$ cat config.mk
export PLATFORM = sky130hd
export DESIGN_NAME = signal_capture_trap_monitor
export DESIGN_NICKNAME = d
export VERILOG_FILES = /design/src/shared/capture_pkg.sv /design/src/hdl/signal_capture_trap_monitor.sv
export VERILOG_INCLUDE_DIRS = /design/src /design/src/shared
export SDC_FILE = /design/constraint.sdc
export NUM_CORES = 1
export LEC_CHECK = 0
export ABC_AREA = 0
export BUFFER_PORTS_ARGS = -buffer_cell sky130_fd_sc_hd__buf_2
export CORE_ASPECT_RATIO = 1.75
export CORE_MARGIN = 5
export CORE_UTILIZATION = 40
export DETAILED_ROUTE_END_ITERATION = 7
export GPL_TIMING_DRIVEN = 0
export HOLD_SLACK_MARGIN = 0.15
export PLACE_DENSITY = 0.61
export SYNTH_ARGS = -nofsm -noshare
export SYNTH_HDL_FRONTEND = slang
export SYNTH_SLANG_ARGS = --single-unit
$ cat constraint.sdc
create_clock -name mclk -period 2.1 [get_ports mclk]
set_input_delay 0.21 -clock mclk [delete_from_list [all_inputs] [get_ports mclk]]
set_output_delay 0.21 -clock mclk [all_outputs]
set_load 0.05 [all_outputs]
$ cat src/shared/capture_consts.svh
`ifndef CAPTURE_CONSTS_SVH
`define CAPTURE_CONSTS_SVH
`define BANK_A_W 18
`define BANK_B_W 18
`define BANK_C_W 10
`define REG_CTRL 8'h00
`define REG_B_CARE 8'h04
`define REG_B_VALUE 8'h08
`define REG_C_CARE 8'h0C
`define REG_C_VALUE 8'h10
`define REG_STATUS 8'h14
`define REG_BANK_A 8'h18
`define REG_BANK_B 8'h1C
`define REG_BANK_C 8'h20
`define REG_MANUAL 8'h24
`define CTRL_MODE_LSB 0
`define CTRL_PROBE_LSB 2
`define CTRL_MATCH_LSB 4
`define CTRL_SENSE_BIT 6
`define CTRL_ERRHOLD_BIT 7
`define CTRL_AUTO_LSB 8
`define CTRL_RESET_VAL 32'h0000_0000
`define CLK_MHZ 250
`define PULSE_NS 150
`define PULSE_CYC ((`PULSE_NS * `CLK_MHZ + 999) / 1000)
`endif

$ cat src/shared/capture_pkg.sv
`include "capture_consts.svh"
package capture_pkg;
  typedef enum logic [1:0] {
    MODE_FOLLOW = 2'h0, MODE_SAMPLED = 2'h1, MODE_GATED = 2'h2, MODE_SPARE = 2'h3
  } mode_type;
  typedef enum logic [1:0] {
    PROBE_OFF = 2'h0, PROBE_HIGH = 2'h1, PROBE_LOW = 2'h2, PROBE_SPARE = 2'h3
  } probe_type;
  typedef enum logic [1:0] {
    MATCH_OFF = 2'h0, MATCH_HOLD = 2'h1, MATCH_TRIGGER = 2'h2, MATCH_SPARE = 2'h3
  } match_type;
  typedef enum logic [1:0] {
    AUTO_OFF = 2'h0, AUTO_EOP_ONE = 2'h1, AUTO_EOP_TWO = 2'h2, AUTO_SPARE = 2'h3
  } auto_type;
  typedef enum logic [1:0] {
    ST_IDLE = 2'b01, ST_SET = 2'b10
  } state_type;
  typedef struct packed {
    logic [`BANK_A_W-1:0] a;
    logic [`BANK_B_W-1:0] b;
    logic [`BANK_C_W-1:0] c;
    logic probe;
    logic device_error;
    logic end_of_operation_one;
    logic end_of_operation_two;
    logic halt_strap;
  } monitored_type;
endpackage : capture_pkg

$ cat src/hdl/signal_capture_trap_monitor.sv
// Notes on behaviour
// - Follow mode: indicators track input lines directly.
// - Bank A: 18 latches, no compare.
// - Bank B: 18 latches, ternary compare on latches.
// - Bank C: ten latches, compare on live lines.
// - No capture starts while qualifier mismatches.
// - Trigger is qualifier AND probe.
// - Probe off, high-active or low-active.
// - Gated: set window follows trigger, error drops.
// - Gated: high line latches on, stays on.
// - Sampled: 150 ns set pulse on trigger.
// - Follow mode ignores trigger and hold controls.
// - Hold: match sets trap, blocks auto reset.
// - Match off: result still drives match pulse and gated auto-off.
// - Match trigger joins trigger, sampled only.
// - Trigger search transparent, then capture and trap.
// - Match sense selectable: equal or differ.
// - After setting, match gives 150 ns pulse.
// - Strap enables halt request on trap.
// - Error before sample traps empty banks.
// - Error hold sets trap, forces set low.
// - Lock set on trigger, cleared by reset.
// - Gated auto-off resets unless match; else end-op.
// - Trap cleared only by manual reset.
//
// Local design decisions: register access over AXI4-Lite and the register addresses.
`include "capture_consts.svh"
module signal_capture_trap_monitor (
  input wire logic mclk,
  input wire logic reset,
  input wire capture_pkg::monitored_type lines,
  output logic match_pulse_output,
  output logic processor_halt_request,
  input wire logic [7:0] s_axi_awaddr,
  input wire logic s_axi_awvalid,
  output logic s_axi_awready,
  input wire logic [31:0] s_axi_wdata,
  input wire logic [3:0] s_axi_wstrb,
  input wire logic s_axi_wvalid,
  output logic s_axi_wready,
  output logic [1:0] s_axi_bresp,
  output logic s_axi_bvalid,
  input wire logic s_axi_bready,
  input wire logic [7:0] s_axi_araddr,
  input wire logic s_axi_arvalid,
  output logic s_axi_arready,
  output logic [31:0] s_axi_rdata,
  output logic [1:0] s_axi_rresp,
  output logic s_axi_rvalid,
  input wire logic s_axi_rready
);
  import capture_pkg::*;

  localparam int IW = $bits(monitored_type);
  localparam logic [5:0] PULSE_CYC = 6'(`PULSE_CYC);

  logic [IW-1:0] s1_ff, s2_ff, s3_ff, live_ff;
  monitored_type live;
  logic [31:0] ctrl_ff;
  logic [`BANK_B_W-1:0] b_care_ff, b_val_ff, bank_b_ff;
  logic [`BANK_C_W-1:0] c_care_ff, c_val_ff, bank_c_ff;
  logic [`BANK_A_W-1:0] bank_a_ff;
  mode_type mode;
  probe_type probe_sel;
  match_type match_sel;
  auto_type auto_sel;
  state_type state_ff, nxt_state;
  logic [5:0] cnt_ff, pulse_cnt_ff, len_ff;
  logic trap_ff, lock_ff, trig_q_ff, err_q_ff, eop_q_ff, post_ff, manual_ff;
  logic qual_match, b_equal, capture_match, probe_ok, capture_trigger;
  logic start, searching, trig_mode, set_active, set_fall, end_cond;
  logic eop_sel, auto_rst, trap_set, err_hit;

  // Three stages; a change is accepted once stages two and three agree
  always_ff @(posedge mclk) begin
    if (reset) begin
      s1_ff <= '0;
      s2_ff <= '0;
      s3_ff <= '0;
    end else begin
      s1_ff <= lines;
      s2_ff <= s1_ff;
      s3_ff <= s2_ff;
    end
  end

  generate
    for (genvar gi = 0; gi < IW; gi++) begin : g_sync
      always_ff @(posedge mclk) begin
        if (reset) begin
          live_ff[gi] <= 1'b0;
        end else if (s2_ff[gi] == s3_ff[gi]) begin
          live_ff[gi] <= s3_ff[gi];
        end
      end
    end
  endgenerate

  assign live = live_ff;
  assign mode = mode_type'(ctrl_ff[`CTRL_MODE_LSB +: 2]);
  assign probe_sel = probe_type'(ctrl_ff[`CTRL_PROBE_LSB +: 2]);
  assign match_sel = match_type'(ctrl_ff[`CTRL_MATCH_LSB +: 2]);
  assign auto_sel = auto_type'(ctrl_ff[`CTRL_AUTO_LSB +: 2]);

  // Qualifier looks at live lines, bank B compare at the latches
  assign qual_match = &(~c_care_ff | ~(live.c ^ c_val_ff));
  assign b_equal = &(~b_care_ff | ~(bank_b_ff ^ b_val_ff));
  assign capture_match = b_equal ^ ctrl_ff[`CTRL_SENSE_BIT];

  always_comb begin
    case (probe_sel)
      PROBE_OFF: probe_ok = 1'b1;
      PROBE_HIGH: probe_ok = live.probe;
      PROBE_LOW: probe_ok = ~live.probe;
      default: probe_ok = 1'b0;
    endcase
  end

  assign trig_mode = (match_sel == MATCH_TRIGGER) && (mode == MODE_SAMPLED);
  assign capture_trigger = qual_match & probe_ok & (~trig_mode | capture_match);
  assign searching = trig_mode & ~lock_ff & ~trap_ff;
  // Follow mode never starts a capture, so hold and trigger settings are moot
  assign start = capture_trigger & ~trig_q_ff & ~lock_ff & ~trap_ff & ~err_hit
                 & (mode == MODE_SAMPLED || mode == MODE_GATED);
  assign set_active = (state_ff == ST_SET) & (~trap_ff | trig_mode);
  assign err_hit = ctrl_ff[`CTRL_ERRHOLD_BIT] & live.device_error & ~err_q_ff;
  assign end_cond = err_hit | (trap_ff & ~trig_mode)
                    | ((mode == MODE_GATED) ? ~capture_trigger
                                            : (cnt_ff == 6'h01));
  assign set_fall = (state_ff == ST_SET) & end_cond;

  always_comb begin
    nxt_state = state_ff;
    case (state_ff)
      ST_IDLE: if (start) nxt_state = ST_SET;
      ST_SET: if (end_cond || manual_ff) nxt_state = ST_IDLE;
      default: nxt_state = ST_IDLE;
    endcase
  end

  always_ff @(posedge mclk) begin
    if (reset) begin
      state_ff <= ST_IDLE;
    end else begin
      state_ff <= nxt_state;
    end
  end

  always_ff @(posedge mclk) begin
    if (reset) begin
      cnt_ff <= 6'h00;
    end else if (start) begin
      cnt_ff <= PULSE_CYC;
    end else if (cnt_ff != 6'h00) begin
      cnt_ff <= cnt_ff - 6'h01;
    end
  end

  always_ff @(posedge mclk) begin
    if (reset) begin
      trig_q_ff <= 1'b0;
      err_q_ff <= 1'b0;
      eop_q_ff <= 1'b0;
      post_ff <= 1'b0;
    end else begin
      trig_q_ff <= capture_trigger;
      err_q_ff <= live.device_error;
      eop_q_ff <= eop_sel;
      post_ff <= set_fall & (mode != MODE_FOLLOW);
    end
  end

  assign eop_sel = (auto_sel == AUTO_EOP_ONE) ? live.end_of_operation_one
                 : (auto_sel == AUTO_EOP_TWO) ? live.end_of_operation_two : 1'b0;
  // A trap freezes the banks against every automatic reset
  assign auto_rst = ~trap_ff & (mode != MODE_FOLLOW) & ((eop_sel & ~eop_q_ff)
                  | (post_ff & mode == MODE_GATED & auto_sel == AUTO_OFF
                     & ~capture_match));

  assign trap_set = (mode != MODE_FOLLOW) & (
                      (post_ff & match_sel == MATCH_HOLD & capture_match)
                    | (start & trig_mode)
                    | err_hit);

  // Setting wins over the manual clear in the same cycle
  always_ff @(posedge mclk) begin
    if (reset) begin
      trap_ff <= 1'b0;
    end else if (trap_set) begin
      trap_ff <= 1'b1;
    end else if (manual_ff) begin
      trap_ff <= 1'b0;
    end
  end

  always_ff @(posedge mclk) begin
    if (reset) begin
      lock_ff <= 1'b0;
    end else if (start) begin
      lock_ff <= 1'b1;
    end else if (manual_ff || auto_rst) begin
      lock_ff <= 1'b0;
    end
  end

  // Banks: an error before the sample leaves them empty and trapped
  always_ff @(posedge mclk) begin
    if (reset) begin
      bank_a_ff <= '0;
      bank_b_ff <= '0;
      bank_c_ff <= '0;
    end else if (mode == MODE_FOLLOW || searching) begin
      bank_a_ff <= live.a;
      bank_b_ff <= live.b;
      bank_c_ff <= live.c;
    end else if (manual_ff || auto_rst) begin
      bank_a_ff <= '0;
      bank_b_ff <= '0;
      bank_c_ff <= '0;
    end else if (set_active) begin
      bank_a_ff <= bank_a_ff | live.a;
      bank_b_ff <= bank_b_ff | live.b;
      bank_c_ff <= bank_c_ff | live.c;
    end
  end

  always_ff @(posedge mclk) begin
    if (reset) begin
      pulse_cnt_ff <= 6'h00;
    end else if (post_ff && capture_match) begin
      pulse_cnt_ff <= PULSE_CYC;
    end else if (pulse_cnt_ff != 6'h00) begin
      pulse_cnt_ff <= pulse_cnt_ff - 6'h01;
    end
  end

  always_ff @(posedge mclk) begin
    if (reset) begin
      match_pulse_output <= 1'b0;
      processor_halt_request <= 1'b0;
    end else begin
      match_pulse_output <= (post_ff && capture_match) || (pulse_cnt_ff > 6'h01);
      processor_halt_request <= trap_ff & live.halt_strap;
    end
  end

  // Register bus: one write and one read in flight
  logic aw_got_ff, w_got_ff;
  logic [7:0] awaddr_ff;
  logic [31:0] wdata_ff, wmask, rd_val;
  logic [3:0] wstrb_ff;
  logic rd_ok, wr_ok;

  assign s_axi_awready = ~aw_got_ff & ~s_axi_bvalid;
  assign s_axi_wready = ~w_got_ff & ~s_axi_bvalid;
  assign s_axi_arready = ~s_axi_rvalid;
  assign wmask = {{8{wstrb_ff[3]}}, {8{wstrb_ff[2]}}, {8{wstrb_ff[1]}}, {8{wstrb_ff[0]}}};
  assign wr_ok = (awaddr_ff <= `REG_C_VALUE) && (awaddr_ff[1:0] == 2'h0)
                 || (awaddr_ff == `REG_MANUAL);

  function automatic logic [31:0] merge(input logic [31:0] old, input logic [31:0] d,
                                        input logic [31:0] m);
    merge = (old & ~m) | (d & m);
  endfunction : merge

  always_ff @(posedge mclk) begin
    if (reset) begin
      aw_got_ff <= 1'b0;
      w_got_ff <= 1'b0;
      awaddr_ff <= 8'h00;
      wdata_ff <= 32'h0000_0000;
      wstrb_ff <= 4'h0;
      s_axi_bvalid <= 1'b0;
      s_axi_bresp <= 2'h0;
    end else begin
      if (s_axi_awvalid && s_axi_awready) begin
        aw_got_ff <= 1'b1;
        awaddr_ff <= s_axi_awaddr;
      end
      if (s_axi_wvalid && s_axi_wready) begin
        w_got_ff <= 1'b1;
        wdata_ff <= s_axi_wdata;
        wstrb_ff <= s_axi_wstrb;
      end
      if (aw_got_ff && w_got_ff) begin
        aw_got_ff <= 1'b0;
        w_got_ff <= 1'b0;
        s_axi_bvalid <= 1'b1;
        s_axi_bresp <= wr_ok ? 2'h0 : 2'h2;
      end else if (s_axi_bvalid && s_axi_bready) begin
        s_axi_bvalid <= 1'b0;
      end
    end
  end

  wire do_wr = aw_got_ff & w_got_ff;

  always_ff @(posedge mclk) begin
    if (reset) begin
      ctrl_ff <= `CTRL_RESET_VAL;
      b_care_ff <= '0;
      b_val_ff <= '0;
      c_care_ff <= '0;
      c_val_ff <= '0;
    end else if (do_wr) begin
      case (awaddr_ff)
        `REG_CTRL: ctrl_ff <= merge(ctrl_ff, wdata_ff, wmask & 32'h0000_03FF);
        `REG_B_CARE: b_care_ff <= `BANK_B_W'(merge(32'(b_care_ff), wdata_ff, wmask));
        `REG_B_VALUE: b_val_ff <= `BANK_B_W'(merge(32'(b_val_ff), wdata_ff, wmask));
        `REG_C_CARE: c_care_ff <= `BANK_C_W'(merge(32'(c_care_ff), wdata_ff, wmask));
        `REG_C_VALUE: c_val_ff <= `BANK_C_W'(merge(32'(c_val_ff), wdata_ff, wmask));
        default: ;
      endcase
    end
  end

  always_ff @(posedge mclk) begin
    if (reset) begin
      manual_ff <= 1'b0;
    end else begin
      manual_ff <= do_wr && awaddr_ff == `REG_MANUAL && wstrb_ff[0] && wdata_ff[0];
    end
  end

  always_comb begin
    rd_ok = 1'b1;
    case (s_axi_araddr)
      `REG_CTRL: rd_val = ctrl_ff;
      `REG_B_CARE: rd_val = 32'(b_care_ff);
      `REG_B_VALUE: rd_val = 32'(b_val_ff);
      `REG_C_CARE: rd_val = 32'(c_care_ff);
      `REG_C_VALUE: rd_val = 32'(c_val_ff);
      `REG_STATUS: rd_val = {27'h0, qual_match, capture_match,
                             (mode == MODE_FOLLOW) | set_active, lock_ff, trap_ff};
      `REG_BANK_A: rd_val = 32'(bank_a_ff);
      `REG_BANK_B: rd_val = 32'(bank_b_ff);
      `REG_BANK_C: rd_val = 32'(bank_c_ff);
      `REG_MANUAL: rd_val = 32'h0000_0000;
      default: begin
        rd_val = 32'h0000_0000;
        rd_ok = 1'b0;
      end
    endcase
  end

  always_ff @(posedge mclk) begin
    if (reset) begin
      s_axi_rvalid <= 1'b0;
      s_axi_rdata <= 32'h0000_0000;
      s_axi_rresp <= 2'h0;
    end else if (s_axi_arvalid && s_axi_arready) begin
      s_axi_rvalid <= 1'b1;
      s_axi_rdata <= rd_val;
      s_axi_rresp <= rd_ok ? 2'h0 : 2'h2;
    end else if (s_axi_rvalid && s_axi_rready) begin
      s_axi_rvalid <= 1'b0;
    end
  end

  // Helper: cycles spent in the set window so far
  always_ff @(posedge mclk) begin
    if (reset || start) begin
      len_ff <= 6'h00;
    end else if (state_ff == ST_SET && len_ff != 6'h3F) begin
      len_ff <= len_ff + 6'h01;
    end
  end
endmodule : signal_capture_trap_monitor

==> results of run 1 <==
==> area by class of cell <==
type	count	area (um^2)	area share [%]
Buffer	95	503	2.73
Tap cell	465	582	3.16
Sequential cell	392	7890	42.8
Clock inverter	17	176	0.957
Clock buffer	46	1020	5.53
Inverter	11	43.8	0.238
Antenna cell	2	5.00	0.0272
Multi-Input combinational cell	1004	6440	34.9
Timing Repair Buffer	239	1770	9.61
==> cells by family (layout without fill, tap and decap cells) <==
group,Yosys count,in the layout
other cells,1,18
mux,51,51
compound gates,354,354
simple gates,543,543
xor+xnor,33,33
buf+inv,107,408
flops,392,392
fa+ha+maj,7,7
==> report_power, final <==
part           switching (mW)  total, mW  internal (mW)
clock network            2.89       6.61           3.72
registers               0.209       7.90           7.69
logic                   0.906       1.57          0.665
total                    4.01       16.1           12.1
==> worst max path at each step <==
stage                          end  slack, ps  depth (start not counted)
floorplan            bank_a_ff[13]        0.3                          8
global placement    s_axi_rdata[1]      -1100                          6
detailed placement    awaddr_ff[6]      -1080                          6
CTS                   bank_c_ff[5]       -190                          9
global route          bank_c_ff[2]       -240                          9
finish                bank_c_ff[5]       -180                          9
==> repair_timing <==
item                                    in CTS  in global routing
hold buffers                                87                  0
pin swaps                                   13                 28
endpoints found under the hold margin       83                  0
setup buffers                               22                  8
endpoints found under the setup margin     231                187
resized for setup                           72                 67
cloned                                       0                  1
==> routing by layer <==
layer | part of all wire (%) | global-route usage (%) | up-vias | routed length (um)
li1 | - | - | 5752 | -
met1 | 37 | 22.8 | 5627 | 16200
met2 | 51 | 38.9 | 346 | 22200
met3 | 4.6 | 3.27 | 111 | 2010
met4 | 7.2 | 13.8 | 0 | 3130
met5 | 0 | 0 | - | 0
==> through the flow <==
step	power [mW]	cell area (um^2)
after floorplan	9.02	14400
after global placement	9.39	15600
after detailed placement	9.44	15600
after CTS	16.2	18100
after global routing	16.7	18400
final	16.1	18400
==> cells in the mapped netlist (3+ instances only) <==
library cell	count	area, um^2
sky130_fd_sc_hd__a21oi_1	163	816
sky130_fd_sc_hd__a22oi_1	39	293
sky130_fd_sc_hd__a32o_1	6	60.1
sky130_fd_sc_hd__a32o_2	40	450
sky130_fd_sc_hd__a32oi_1	5	43.8
sky130_fd_sc_hd__and2_1	5	31.3
sky130_fd_sc_hd__and3_1	5	31.3
sky130_fd_sc_hd__buf_1	3	11.3
sky130_fd_sc_hd__buf_4	16	120
sky130_fd_sc_hd__buf_6	4	45.0
sky130_fd_sc_hd__clkbuf_1	71	267
sky130_fd_sc_hd__dfxtp_1	392	7850
sky130_fd_sc_hd__ha_1	7	87.6
sky130_fd_sc_hd__inv_1	10	37.5
sky130_fd_sc_hd__mux2_2	5	56.3
sky130_fd_sc_hd__mux2i_1	42	420
sky130_fd_sc_hd__mux4_2	4	90.1
sky130_fd_sc_hd__nand2_1	187	702
sky130_fd_sc_hd__nand2b_1	7	43.8
sky130_fd_sc_hd__nand3_1	49	245
sky130_fd_sc_hd__nand3b_1	7	52.6
sky130_fd_sc_hd__nand4_1	6	37.5
sky130_fd_sc_hd__nor2_1	62	233
sky130_fd_sc_hd__nor2b_1	163	1020
sky130_fd_sc_hd__nor3_1	27	135
sky130_fd_sc_hd__nor4_1	6	37.5
sky130_fd_sc_hd__nor4b_1	4	35.0
sky130_fd_sc_hd__o21a_1	4	30.0
sky130_fd_sc_hd__o21ai_0	64	320
sky130_fd_sc_hd__o22ai_1	6	37.5
sky130_fd_sc_hd__xor2_1	30	263
==> worst max-delay path, cell delays in order, from the launching register on <==
cell                      delay [ps]
sky130_fd_sc_hd__dfxtp_2         320
sky130_fd_sc_hd__xor2_1          160
sky130_fd_sc_hd__a22oi_2         240
sky130_fd_sc_hd__and3_4          240
sky130_fd_sc_hd__nor4b_4         300
sky130_fd_sc_hd__xnor2_4         220
sky130_fd_sc_hd__o31ai_4         110
sky130_fd_sc_hd__buf_12          160
sky130_fd_sc_hd__buf_12          140
sky130_fd_sc_hd__a32o_2          260
==> layout by cell type (no fill, tap or decap), types with 8 or more instances in the layout <==
cell type                         n
sky130_fd_sc_hd__a21oi_1        162
sky130_fd_sc_hd__a22oi_1         35
sky130_fd_sc_hd__a32o_2          40
sky130_fd_sc_hd__buf_2          125
sky130_fd_sc_hd__buf_4           41
sky130_fd_sc_hd__buf_6            9
sky130_fd_sc_hd__clkbuf_1        55
sky130_fd_sc_hd__clkbuf_16       37
sky130_fd_sc_hd__clkbuf_2        11
sky130_fd_sc_hd__clkbuf_8         9
sky130_fd_sc_hd__clkinv_2         8
sky130_fd_sc_hd__conb_1          16
sky130_fd_sc_hd__dfxtp_1        371
sky130_fd_sc_hd__dfxtp_2         14
sky130_fd_sc_hd__dlygate4sd3_1   87
sky130_fd_sc_hd__inv_1            9
sky130_fd_sc_hd__mux2i_1         41
sky130_fd_sc_hd__nand2_1        180
sky130_fd_sc_hd__nand3_1         47
sky130_fd_sc_hd__nor2_1          60
sky130_fd_sc_hd__nor2b_1        163
sky130_fd_sc_hd__nor3_1          18
sky130_fd_sc_hd__o21ai_0         61
sky130_fd_sc_hd__xor2_1          27
==> flow_summary.json, run 1 <==
{
  "whs_ps": 230,
  "stdcell_count": 2271,
  "timing.hold.worst_endpoint": "s_axi_rdata[4]",
  "count_of_final_hold_check_violations": 0,
  "globalRouteOverflowTotal": 0,
  "ys_ff_latch": 392,
  "numCtsBuffers": 36,
  "row_count": 91,
  "routedWlPerCell_um": 19.2,
  "syn_area_mm2": 0.0143,
  "holdCritPathClass": "in2reg",
  "maxSlewViolCount": 0,
  "synth_async_sr_flop_share_pct": 0,
  "post_synth_edffs": 0,
  "vias_per_cell": 5.21,
  "cp-end-kind": "flip-flop",
  "total_number_of_vias": 11800,
  "number_of_max_cap_violations": 0,
  "synth.avg_cell_area_um2": 9.63,
  "initialDrtViolationCount": 693,
  "skew_ps": 18.9,
  "worstSetupPathType": "reg2reg",
  "wl_final_mm": 43.5,
  "antenna_violations_before_repair": 1,
  "floorplan.initialDensity_pct": 40.6,
  "fmax_ghz": 0.438,
  "drtPass1Iterations": 5,
  "fp.dieW_um": 153,
  "hpwl_mm": 32.2,
  "final_core_util_pct": 52.2,
  "synth_cell_type_count": 66,
  "min-delay-start": "s_axi_araddr[5]",
  "synth_top_family_by_area": "simple AND/OR/NAND/NOR gates",
  "grt_usage_pct": 21.4,
  "setup_repair_after_global_routing_missed_its_margin": "true",
  "cp_data_required_time_ps": 2520,
  "post-route-min-period_ps": 2280,
  "std_cell_core_area_mm2": 0.0353,
  "syn2layout_area_growth_pct": 28.6,
  "worstHoldPathCells": 5,
  "worstPathMaxFanout": 10,
  "drcViolationCount": 0,
  "die_y_um": 260,
  "cts-root-to-sink-buffers": 3,
  "grt_start_max_net_pins": 17,
  "final_nets": 1896,
  "worst_ep_arrival_time_ps": 2710,
  "ir_worst_vdd_mv": 0.689,
  "gpl.final_weighted_congestion": 0.984,
  "status": "finished, violations left",
  "r2r_setup_slack_ps": -180,
  "setup_slack_ps": -185,
  "netlist_instances": 1488,
  "top_level_ports": 153,
  "totalNegativeSetupSlack_ps": -8170,
  "dieArea_mm2": 0.0398,
  "htree_levels": 2,
  "total_of_buffers_placed_on_input_and_output_ports": 121,
  "rr_endpoint": "bank_c_ff[5]",
  "insertion_delay_ps": 550,
  "power_per_cell_area_mw_per_mm2": 873,
  "grt_pass1_wl_mm": 66.7,
  "synth_xor_xnor_area_share_pct": 2.07,
  "worstSetupStartpointType": "flip-flop",
  "yosys-mux-area-fraction_pct": 3.96,
  "synth_sequential_area_ratio_pct": 54.8,
  "route.antenna.remaining_nets": 0,
  "power.leakage_nw": 7.42,
  "cts.sink_count": 392,
  "yosys_warnings": 0,
  "worst-slew-pin-transition_ps": 1050,
  "total_of_fill_cells_in_the_finished_design": 3285,
  "post_synth_and_or_nand_nor_area_fraction_pct": 19.1,
  "dp_cells": 2089,
  "first_global_vias": 11800,
  "cts.root.buffer_cell": "sky130_fd_sc_hd__clkbuf_16",
  "setup_viol": 60,
  "synth_flop_cell": "sky130_fd_sc_hd__dfxtp_1",
  "r2r.worst_path.cells": 9,
  "post_synth_fa_ha_maj_area_fraction_pct": 0.611,
  "finalCritPeriodShare_pct": 109,
  "failing_checks": "negative setup slack",
  "drive_gt1_share_pct": 21.1,
  "clk_pin_slew_ps": 70,
  "tritoncts_clock_tree": "yes",
  "timing.max_slew.rel_slack_pct": 30.1,
  "synth_compound_area_share_pct": 16.0,
  "dp_slack_ps": -1080
}
No activity file was read; power rests on OpenSTA's default activity.
==> run 2: changes to the inputs <==
--- a/config.mk
+++ b/config.mk
@@ -6,15 +6,15 @@
 export SDC_FILE = /design/constraint.sdc
 export NUM_CORES = 1
 export LEC_CHECK = 0
-export ABC_AREA = 0
+export ABC_AREA = 1
 export BUFFER_PORTS_ARGS = -buffer_cell sky130_fd_sc_hd__buf_2
-export CORE_ASPECT_RATIO = 1.75
 export CORE_MARGIN = 5
 export CORE_UTILIZATION = 40
 export DETAILED_ROUTE_END_ITERATION = 7
 export GPL_TIMING_DRIVEN = 0
 export HOLD_SLACK_MARGIN = 0.15
 export PLACE_DENSITY = 0.61
+export SETUP_SLACK_MARGIN = 0.15
 export SYNTH_ARGS = -nofsm -noshare
 export SYNTH_HDL_FRONTEND = slang
 export SYNTH_SLANG_ARGS = --single-unit
==> run 2 against run 1 <==
The flow now finishes without violations. Sequential power is 0.5% higher. Sequential share of layout area is 2.8 points lower. Area after synthesis is 5.2% higher. Synthesized cell count is 32% higher. Clock skew is 6.6 ps lower. Routed wire length is 5.3% higher. Design area is 7.2% higher. Final cell count is 24% higher. Clock power is 13% higher. Sequential cell count stayed put. Critical path depth is 7 higher. Worst setup slack better by 300 ps. Critical path type unchanged.
==> flow_summary.json, run 2 <==
{
  "netlist_instances": 1966,
  "holdCritPathClass": "in2reg",
  "top_level_ports": 153,
  "drive_gt1_share_pct": 19.9,
  "yosys.area.top_type": "sky130_fd_sc_hd__dfxtp_1",
  "post-route-min-period_ps": 1980,
  "slowest_cell_delay_on_critical_path_ps": 360,
  "timing.critical_path.slowest_stage_cell": "sky130_fd_sc_hd__dfxtp_4",
  "row_count": 71,
  "routedWlPerCell_um": 16.2,
  "die_y_um": 204,
  "count_of_final_hold_check_violations": 0,
  "cp-end-kind": "flip-flop",
  "htree_levels": 2,
  "finalCritPeriodShare_pct": 94.3,
  "synth.avg_cell_area_um2": 7.66,
  "cts.sink_count": 392,
  "post_synth_edffs": 0,
  "dr_wl_met3_mm": 3.04,
  "floorplan.initialDensity_pct": 40.3,
  "worstPathMaxFanout": 5,
  "whs_ps": 173,
  "power.clock.fraction_pct": 43.9,
  "wl_final_mm": 45.8,
  "synth_flop_cell": "sky130_fd_sc_hd__dfxtp_1",
  "synth_common_cells": "sky130_fd_sc_hd__dfxtp_1 (392), sky130_fd_sc_hd__nor2_1 (356), sky130_fd_sc_hd__inv_1 (332)",
  "synth_sequential_area_ratio_pct": 52.1,
  "total_of_buffers_placed_on_input_and_output_ports": 121,
  "dp_cells": 2613,
  "tritoncts_clock_tree": "yes",
  "initialDrtViolationCount": 915,
  "grt_usage_pct": 21.3,
  "met2_routed_wirelength_mm": 21.7,
  "drcViolationCount": 0,
  "number_of_max_cap_violations": 0,
  "synth_area_leaders": "sky130_fd_sc_hd__dfxtp_1 (52%), sky130_fd_sc_hd__nor2_1 (8.9%), sky130_fd_sc_hd__inv_1 (8.3%)",
  "crit_path_cell_trace": "inv_4 -> nand2_2 -> nand3_2 -> o21ai_2 -> nor2_2 -> nand2_2 -> inv_2 -> nand3_2 -> nand3_2 -> nand2_2 -> nand2_4 -> nand3_4 -> buf_6 -> clkbuf_16 -> nor2_2 -> nor2_1",
  "power.leakage_nw": 8.42,
  "ir_worst_vdd_mv": 0.617,
  "worst_ep_arrival_time_ps": 2420,
  "hpwl_mm": 33.0,
  "seq_power_share_pct": 46.6,
  "worstSetupStartpointType": "flip-flop",
  "clk_pin_slew_ps": 60,
  "yosys_warnings": 0,
  "top_count_cell_post_synth": "sky130_fd_sc_hd__dfxtp_1",
  "syn_area_mm2": 0.0151,
  "final_common_cell": "sky130_fd_sc_hd__dfxtp_1",
  "cts.root.buffer_cell": "sky130_fd_sc_hd__clkbuf_16",
  "gpl.final_weighted_congestion": 0.958,
  "maxSlewViolCount": 0,
  "grt_start_max_net_pins": 15,
  "numCtsBuffers": 42,
  "setup_viol": 0,
  "ys_ff_latch": 392,
  "antenna_violations_before_repair": 0,
  "route.antenna.remaining_nets": 0,
  "worst-slew-pin-transition_ps": 754,
  "synth_cell_type_count": 45,
  "timing.max_slew.rel_slack_pct": 49.8,
  "insertion_delay_ps": 550,
  "synth_async_sr_flop_share_pct": 0,
  "detail_route.wirelength.met1_mm": 19.0,
  "cp_data_required_time_ps": 2540,
  "power_switching_mw": 4.21,
  "vias_per_cell": 4.94,
  "setup_repair_after_global_routing_missed_its_margin": "true",
  "dieArea_mm2": 0.0416,
  "design_power_total_mw": 17.0,
  "synth_largest_type_area_fraction_pct": 52.1,
  "fp.dieW_um": 204,
  "status": "completed",
  "globalRouteOverflowTotal": 0,
  "antennaDiodeCount": 0,
  "worstSetupPathType": "reg2reg",
  "std_cell_core_area_mm2": 0.0374,
  "skew_ps": 12.3,
  "highest-signal-layer": "met4",
  "power_report.internal_total_mw": 12.8,
  "final_nets": 2402,
  "power_per_cell_area_mw_per_mm2": 862,
  "drtPass1Iterations": 8,
  "comb_power_share_pct": 9.5,
  "total_number_of_vias": 13900,
  "sw_frac_of_total_pct": 24.7,
  "first_global_vias": 13200,
  "cts-root-to-sink-buffers": 3,
  "syn2layout_area_growth_pct": 31.1,
  "grt_pass1_wl_mm": 70.3,
  "stdcell_count": 2823,
  "fmax_ghz": 0.505,
  "final_cell_mix": "sky130_fd_sc_hd__dfxtp_1 (372), sky130_fd_sc_hd__inv_1 (302), sky130_fd_sc_hd__nor2_1 (302)"
}
run 2: cell types whose count changed in the layout (fill, tap and decap cells not counted), sizes merged, moves of 22 or more:
cell	delta
mux2i	-42
a22oi	-40
o21ai	+111
a32o	-46
inv	+327
nor2	+296
xor2	-28
nor2b	-163
buf	+22
a211oi	+49
nand3	+32
run 2: path summary, 6_finish.rpt:
check | start | endpoint | slack, ps | depth (start not counted)
max reg2reg | bank_b_ff[15] | bank_a_ff[11] | 120 | 16
min | s_axi_wvalid | wdata_ff[0] | 170 | 4
max | bank_b_ff[15] | bank_a_ff[11] | 120 | 16
min reg2reg | s1_ff[42] | s2_ff[42] | 390 | 2
run 2: kinds of logic after synthesis:
logic type / synth area share (%)
compound gates: 16.6
simple gates: 18.7
fa+ha+maj: 0.581
other cells: 0.0249
buf+inv: 11.9
flops: 52.1
xor+xnor: 0.116
run 2: per-layer routing:
metal	track usage (%)	up-vias
li1	-	6880
met1	26.7	6476
met2	36.3	459
met3	3.67	125
met4	8.76	0
met5	0	-
run 2: metrics by stage:
step	util [%]	TNS [ps]	setup slack, ps	area (um^2)
after floorplan	-	0	161	15100
after global placement	43.8	-80520	-818	16400
after detailed placement	43.8	-85940	-843	16400
after CTS	51.1	0	39.4	19100
after global routing	52.8	0	23.0	19800
final	52.8	0	120	19800
run 2: power groups by stage:
stage               clock network [mW]  logic, mW  registers (mW)
floorplan                            0      0.999            8.08
detailed placement                   0       1.42            8.10
CTS                               7.63       1.58            7.94
finish                            7.48       1.61            7.94
global route                      7.95       1.81            7.97
global placement                     0       1.39            8.09
run 2: layout make-up:
class	count	area, um^2
fill	3558	17600
buffer	93	612
multi-input combinational	1154	5940
clock buffer	60	1240
clock inverter	11	158
sequential	392	7900
inverter	341	1290
timing repair buffer	261	1970
tap	511	639
run 2: critical path: cells and delay by family (launching register included):
| kind | cells | cell delay (ps) |
|---|---|---|
| flip-flops | 1 | 360 |
| AND/OR/NAND/NOR | 11 | 950 |
| buffers and inverters | 4 | 470 |
| AO/OA/AOI/OAI | 1 | 70 |
run 2: timing repair:
action,CTS,global route
endpoints found under the hold margin,83,0
endpoints found under the setup margin,174,128
pin swaps,19,30
setup buffers,29,19
cloned,1,2
hold buffers,89,0
resized for setup,80,181
==> run 3: changes to the inputs <==
--- a/config.mk
+++ b/config.mk
@@ -9,11 +9,11 @@
 export ABC_AREA = 1
 export BUFFER_PORTS_ARGS = -buffer_cell sky130_fd_sc_hd__buf_2
 export CORE_MARGIN = 5
-export CORE_UTILIZATION = 40
+export CORE_UTILIZATION = 45
 export DETAILED_ROUTE_END_ITERATION = 7
 export GPL_TIMING_DRIVEN = 0
 export HOLD_SLACK_MARGIN = 0.15
-export PLACE_DENSITY = 0.61
+export PLACE_DENSITY = 0.67
 export SETUP_SLACK_MARGIN = 0.15
 export SYNTH_ARGS = -nofsm -noshare
 export SYNTH_HDL_FRONTEND = slang
==> run 3 against run 2 <==
First-iteration DRC count up 9.2%. Worst setup slack worse by 58 ps. Design area increased by 1.8%. Maximum frequency is 2.9% lower. Final cell count fell by 1.8%. Clock skew grew 22 ps. Largest power group unchanged.
==> flow_summary.json, run 3 (synthesized netlist as in run 2, its figures left out) <==
{
  "status": "completed",
  "top_level_ports": 153,
  "total_number_of_vias": 13900,
  "numCtsBuffers": 42,
  "worst_ep_arrival_time_ps": 2460,
  "maxSlewViolCount": 0,
  "r2r.worst_path.cells": 12,
  "final_nets": 2411,
  "htree_levels": 2,
  "globalRouteOverflowTotal": 0,
  "final_common_cell": "sky130_fd_sc_hd__dfxtp_1",
  "post-route-cell-area_mm2": 0.0201,
  "insertion_delay_ps": 550,
  "antennaDiodeCount": 0,
  "tritoncts_clock_tree": "yes",
  "worstHoldPathCells": 5,
  "number_of_max_cap_violations": 0,
  "gpl.final_weighted_congestion": 0.928,
  "clk_pin_slew_ps": 60,
  "initialDrtViolationCount": 999,
  "cts.sink_count": 392,
  "floorplan.initialDensity_pct": 45.3,
  "cp_data_required_time_ps": 2520,
  "syn2layout_area_growth_pct": 33.5,
  "ir_worst_vdd_mv": 0.616,
  "route.antenna.remaining_nets": 0,
  "row_count": 67,
  "grt_usage_pct": 24.4,
  "worstSetupPathType": "reg2reg",
  "dp_cells": 2550,
  "die_y_um": 193,
  "vias_per_cell": 5.01,
  "grt_pass1_wl_mm": 71.1,
  "count_of_final_hold_check_violations": 0,
  "holdCritPathClass": "in2reg",
  "drtPass1Iterations": 5,
  "routedWlPerCell_um": 16.7,
  "final_core_util_pct": 60.4,
  "min-delay-start": "s_axi_awvalid",
  "stdcell_count": 2772,
  "cts.root.buffer_cell": "sky130_fd_sc_hd__clkbuf_16",
  "std_cell_core_area_mm2": 0.0333,
  "timing.max_slew.rel_slack_pct": 50.3,
  "power.leakage_nw": 8.52,
  "worstPathMaxFanout": 5,
  "antenna_violations_before_repair": 1,
  "wl_final_mm": 46.4,
  "worstSetupStartpointType": "flip-flop",
  "timing.hold.worst_endpoint": "aw_got_ff",
  "finalCritPeriodShare_pct": 97.1,
  "setup_repair_after_global_routing_missed_its_margin": "true",
  "final_cell_mix": "sky130_fd_sc_hd__dfxtp_1 (375), sky130_fd_sc_hd__inv_1 (310), sky130_fd_sc_hd__nor2_1 (296)",
  "worst-slew-pin-transition_ps": 746,
  "whs_ps": 201,
  "dieArea_mm2": 0.0372,
  "post-route-min-period_ps": 2040,
  "skew_ps": 34.5,
  "fmax_ghz": 0.491,
  "power_per_cell_area_mw_per_mm2": 865,
  "hpwl_mm": 32.6,
  "r2r_setup_slack_ps": 60,
  "detailed_place.area_mm2": 0.0163,
  "cp-end-kind": "flip-flop",
  "drive_gt1_share_pct": 20.8,
  "drcViolationCount": 0,
  "first_global_vias": 13300,
  "cts-root-to-sink-buffers": 3,
  "rr_endpoint": "bank_c_ff[0]",
  "grt_start_max_net_pins": 15,
  "setup_viol": 0,
  "total_of_buffers_placed_on_input_and_output_ports": 121,
  "fp.dieW_um": 193
}
[run 3: cell types whose count changed in the layout (fill, tap and decap cells not counted), moves of 3 or more]
cell and change:
sky130_fd_sc_hd__buf_16 +5, sky130_fd_sc_hd__buf_6 +6, sky130_fd_sc_hd__bufinv_16 +3, sky130_fd_sc_hd__nor2_1 -6, sky130_fd_sc_hd__clkinv_2 +5, sky130_fd_sc_hd__inv_1 +8
sky130_fd_sc_hd__nor2_4 +26, sky130_fd_sc_hd__nor2_2 -20, sky130_fd_sc_hd__clkbuf_1 -8, sky130_fd_sc_hd__dfxtp_2 -4, sky130_fd_sc_hd__inv_2 -8, sky130_fd_sc_hd__dlygate4sd3_1 -4
sky130_fd_sc_hd__dfxtp_1 +3, sky130_fd_sc_hd__buf_2 +4
[run 3: where the power goes]
part           internal [mW]  switching [mW]  total (mW)
clock                   4.78            3.03        7.82
sequential              7.72           0.210        7.93
combinational          0.619            1.02        1.64
total                   13.1            4.27        17.4
[run 3: layout make-up]
cell class | instances | area (um^2)
Clock buffer | 54 | 1200
Buffer | 93 | 604
Timing Repair Buffer | 270 | 2160
Clock inverter | 20 | 282
Multi-Input combinational cell | 1154 | 6120
Inverter | 341 | 1290
Fill cell | 3011 | 13200
Tap cell | 448 | 561
Sequential cell | 392 | 7900
[run 3: layer usage]
metal	share of wire, %	vias up	global-route usage, %	wire, um
met2	48	399	41.7	22300
met1	43	6512	31.6	19800
li1	-	6893	-	-
met4	3.3	0	8.01	1550
met5	0	-	0	0
met3	5.9	97	3.94	2730
[run 3: how the worst max path moves through the flow]
stage	end	slack [ps]	cells after the start
2_1_floorplan	awaddr_ff[3]	160	5
3_3_place_gp	s1_ff[29]	-730	5
3_5_place_dp	s1_ff[29]	-750	5
4_1_cts	bank_a_ff[15]	40	16
5_1_grt	bank_b_ff[1]	-40	16
6_report	bank_c_ff[0]	60	12
[run 3: through the flow]
stage	power (mW)	setup WS, ps	setup TNS, ps
after global routing	18.0	-43.2	-458
after CTS	17.4	37.2	0
after floorplan	9.07	161	0
after global placement	9.47	-725	-65060
after detailed placement	9.52	-750	-70140
final	17.4	61.8	0
[run 3: timing repair]
| item | CTS | global route |
|---|---|---|
| buffers inserted | 41 | 17 |
| gates cloned | 6 | 0 |
| hold buffers | 85 | 0 |
| endpoints found under the setup margin | 115 | 136 |
| pin swaps | 42 | 36 |
| hold endpoints to repair | 82 | 0 |
| resized for setup | 146 | 166 |
[run 3: worst max-delay path, stage by stage (launching register included)]
cell	delay [ps]
sky130_fd_sc_hd__dfxtp_1	330
sky130_fd_sc_hd__inv_1	110
sky130_fd_sc_hd__ha_1	220
sky130_fd_sc_hd__nand3_2	110
sky130_fd_sc_hd__inv_2	70
sky130_fd_sc_hd__a21oi_4	270
sky130_fd_sc_hd__nand2_2	100
sky130_fd_sc_hd__inv_2	100
sky130_fd_sc_hd__nand3_4	130
sky130_fd_sc_hd__buf_12	200
sky130_fd_sc_hd__buf_12	150
sky130_fd_sc_hd__nor2_4	80
sky130_fd_sc_hd__nor2_2	40
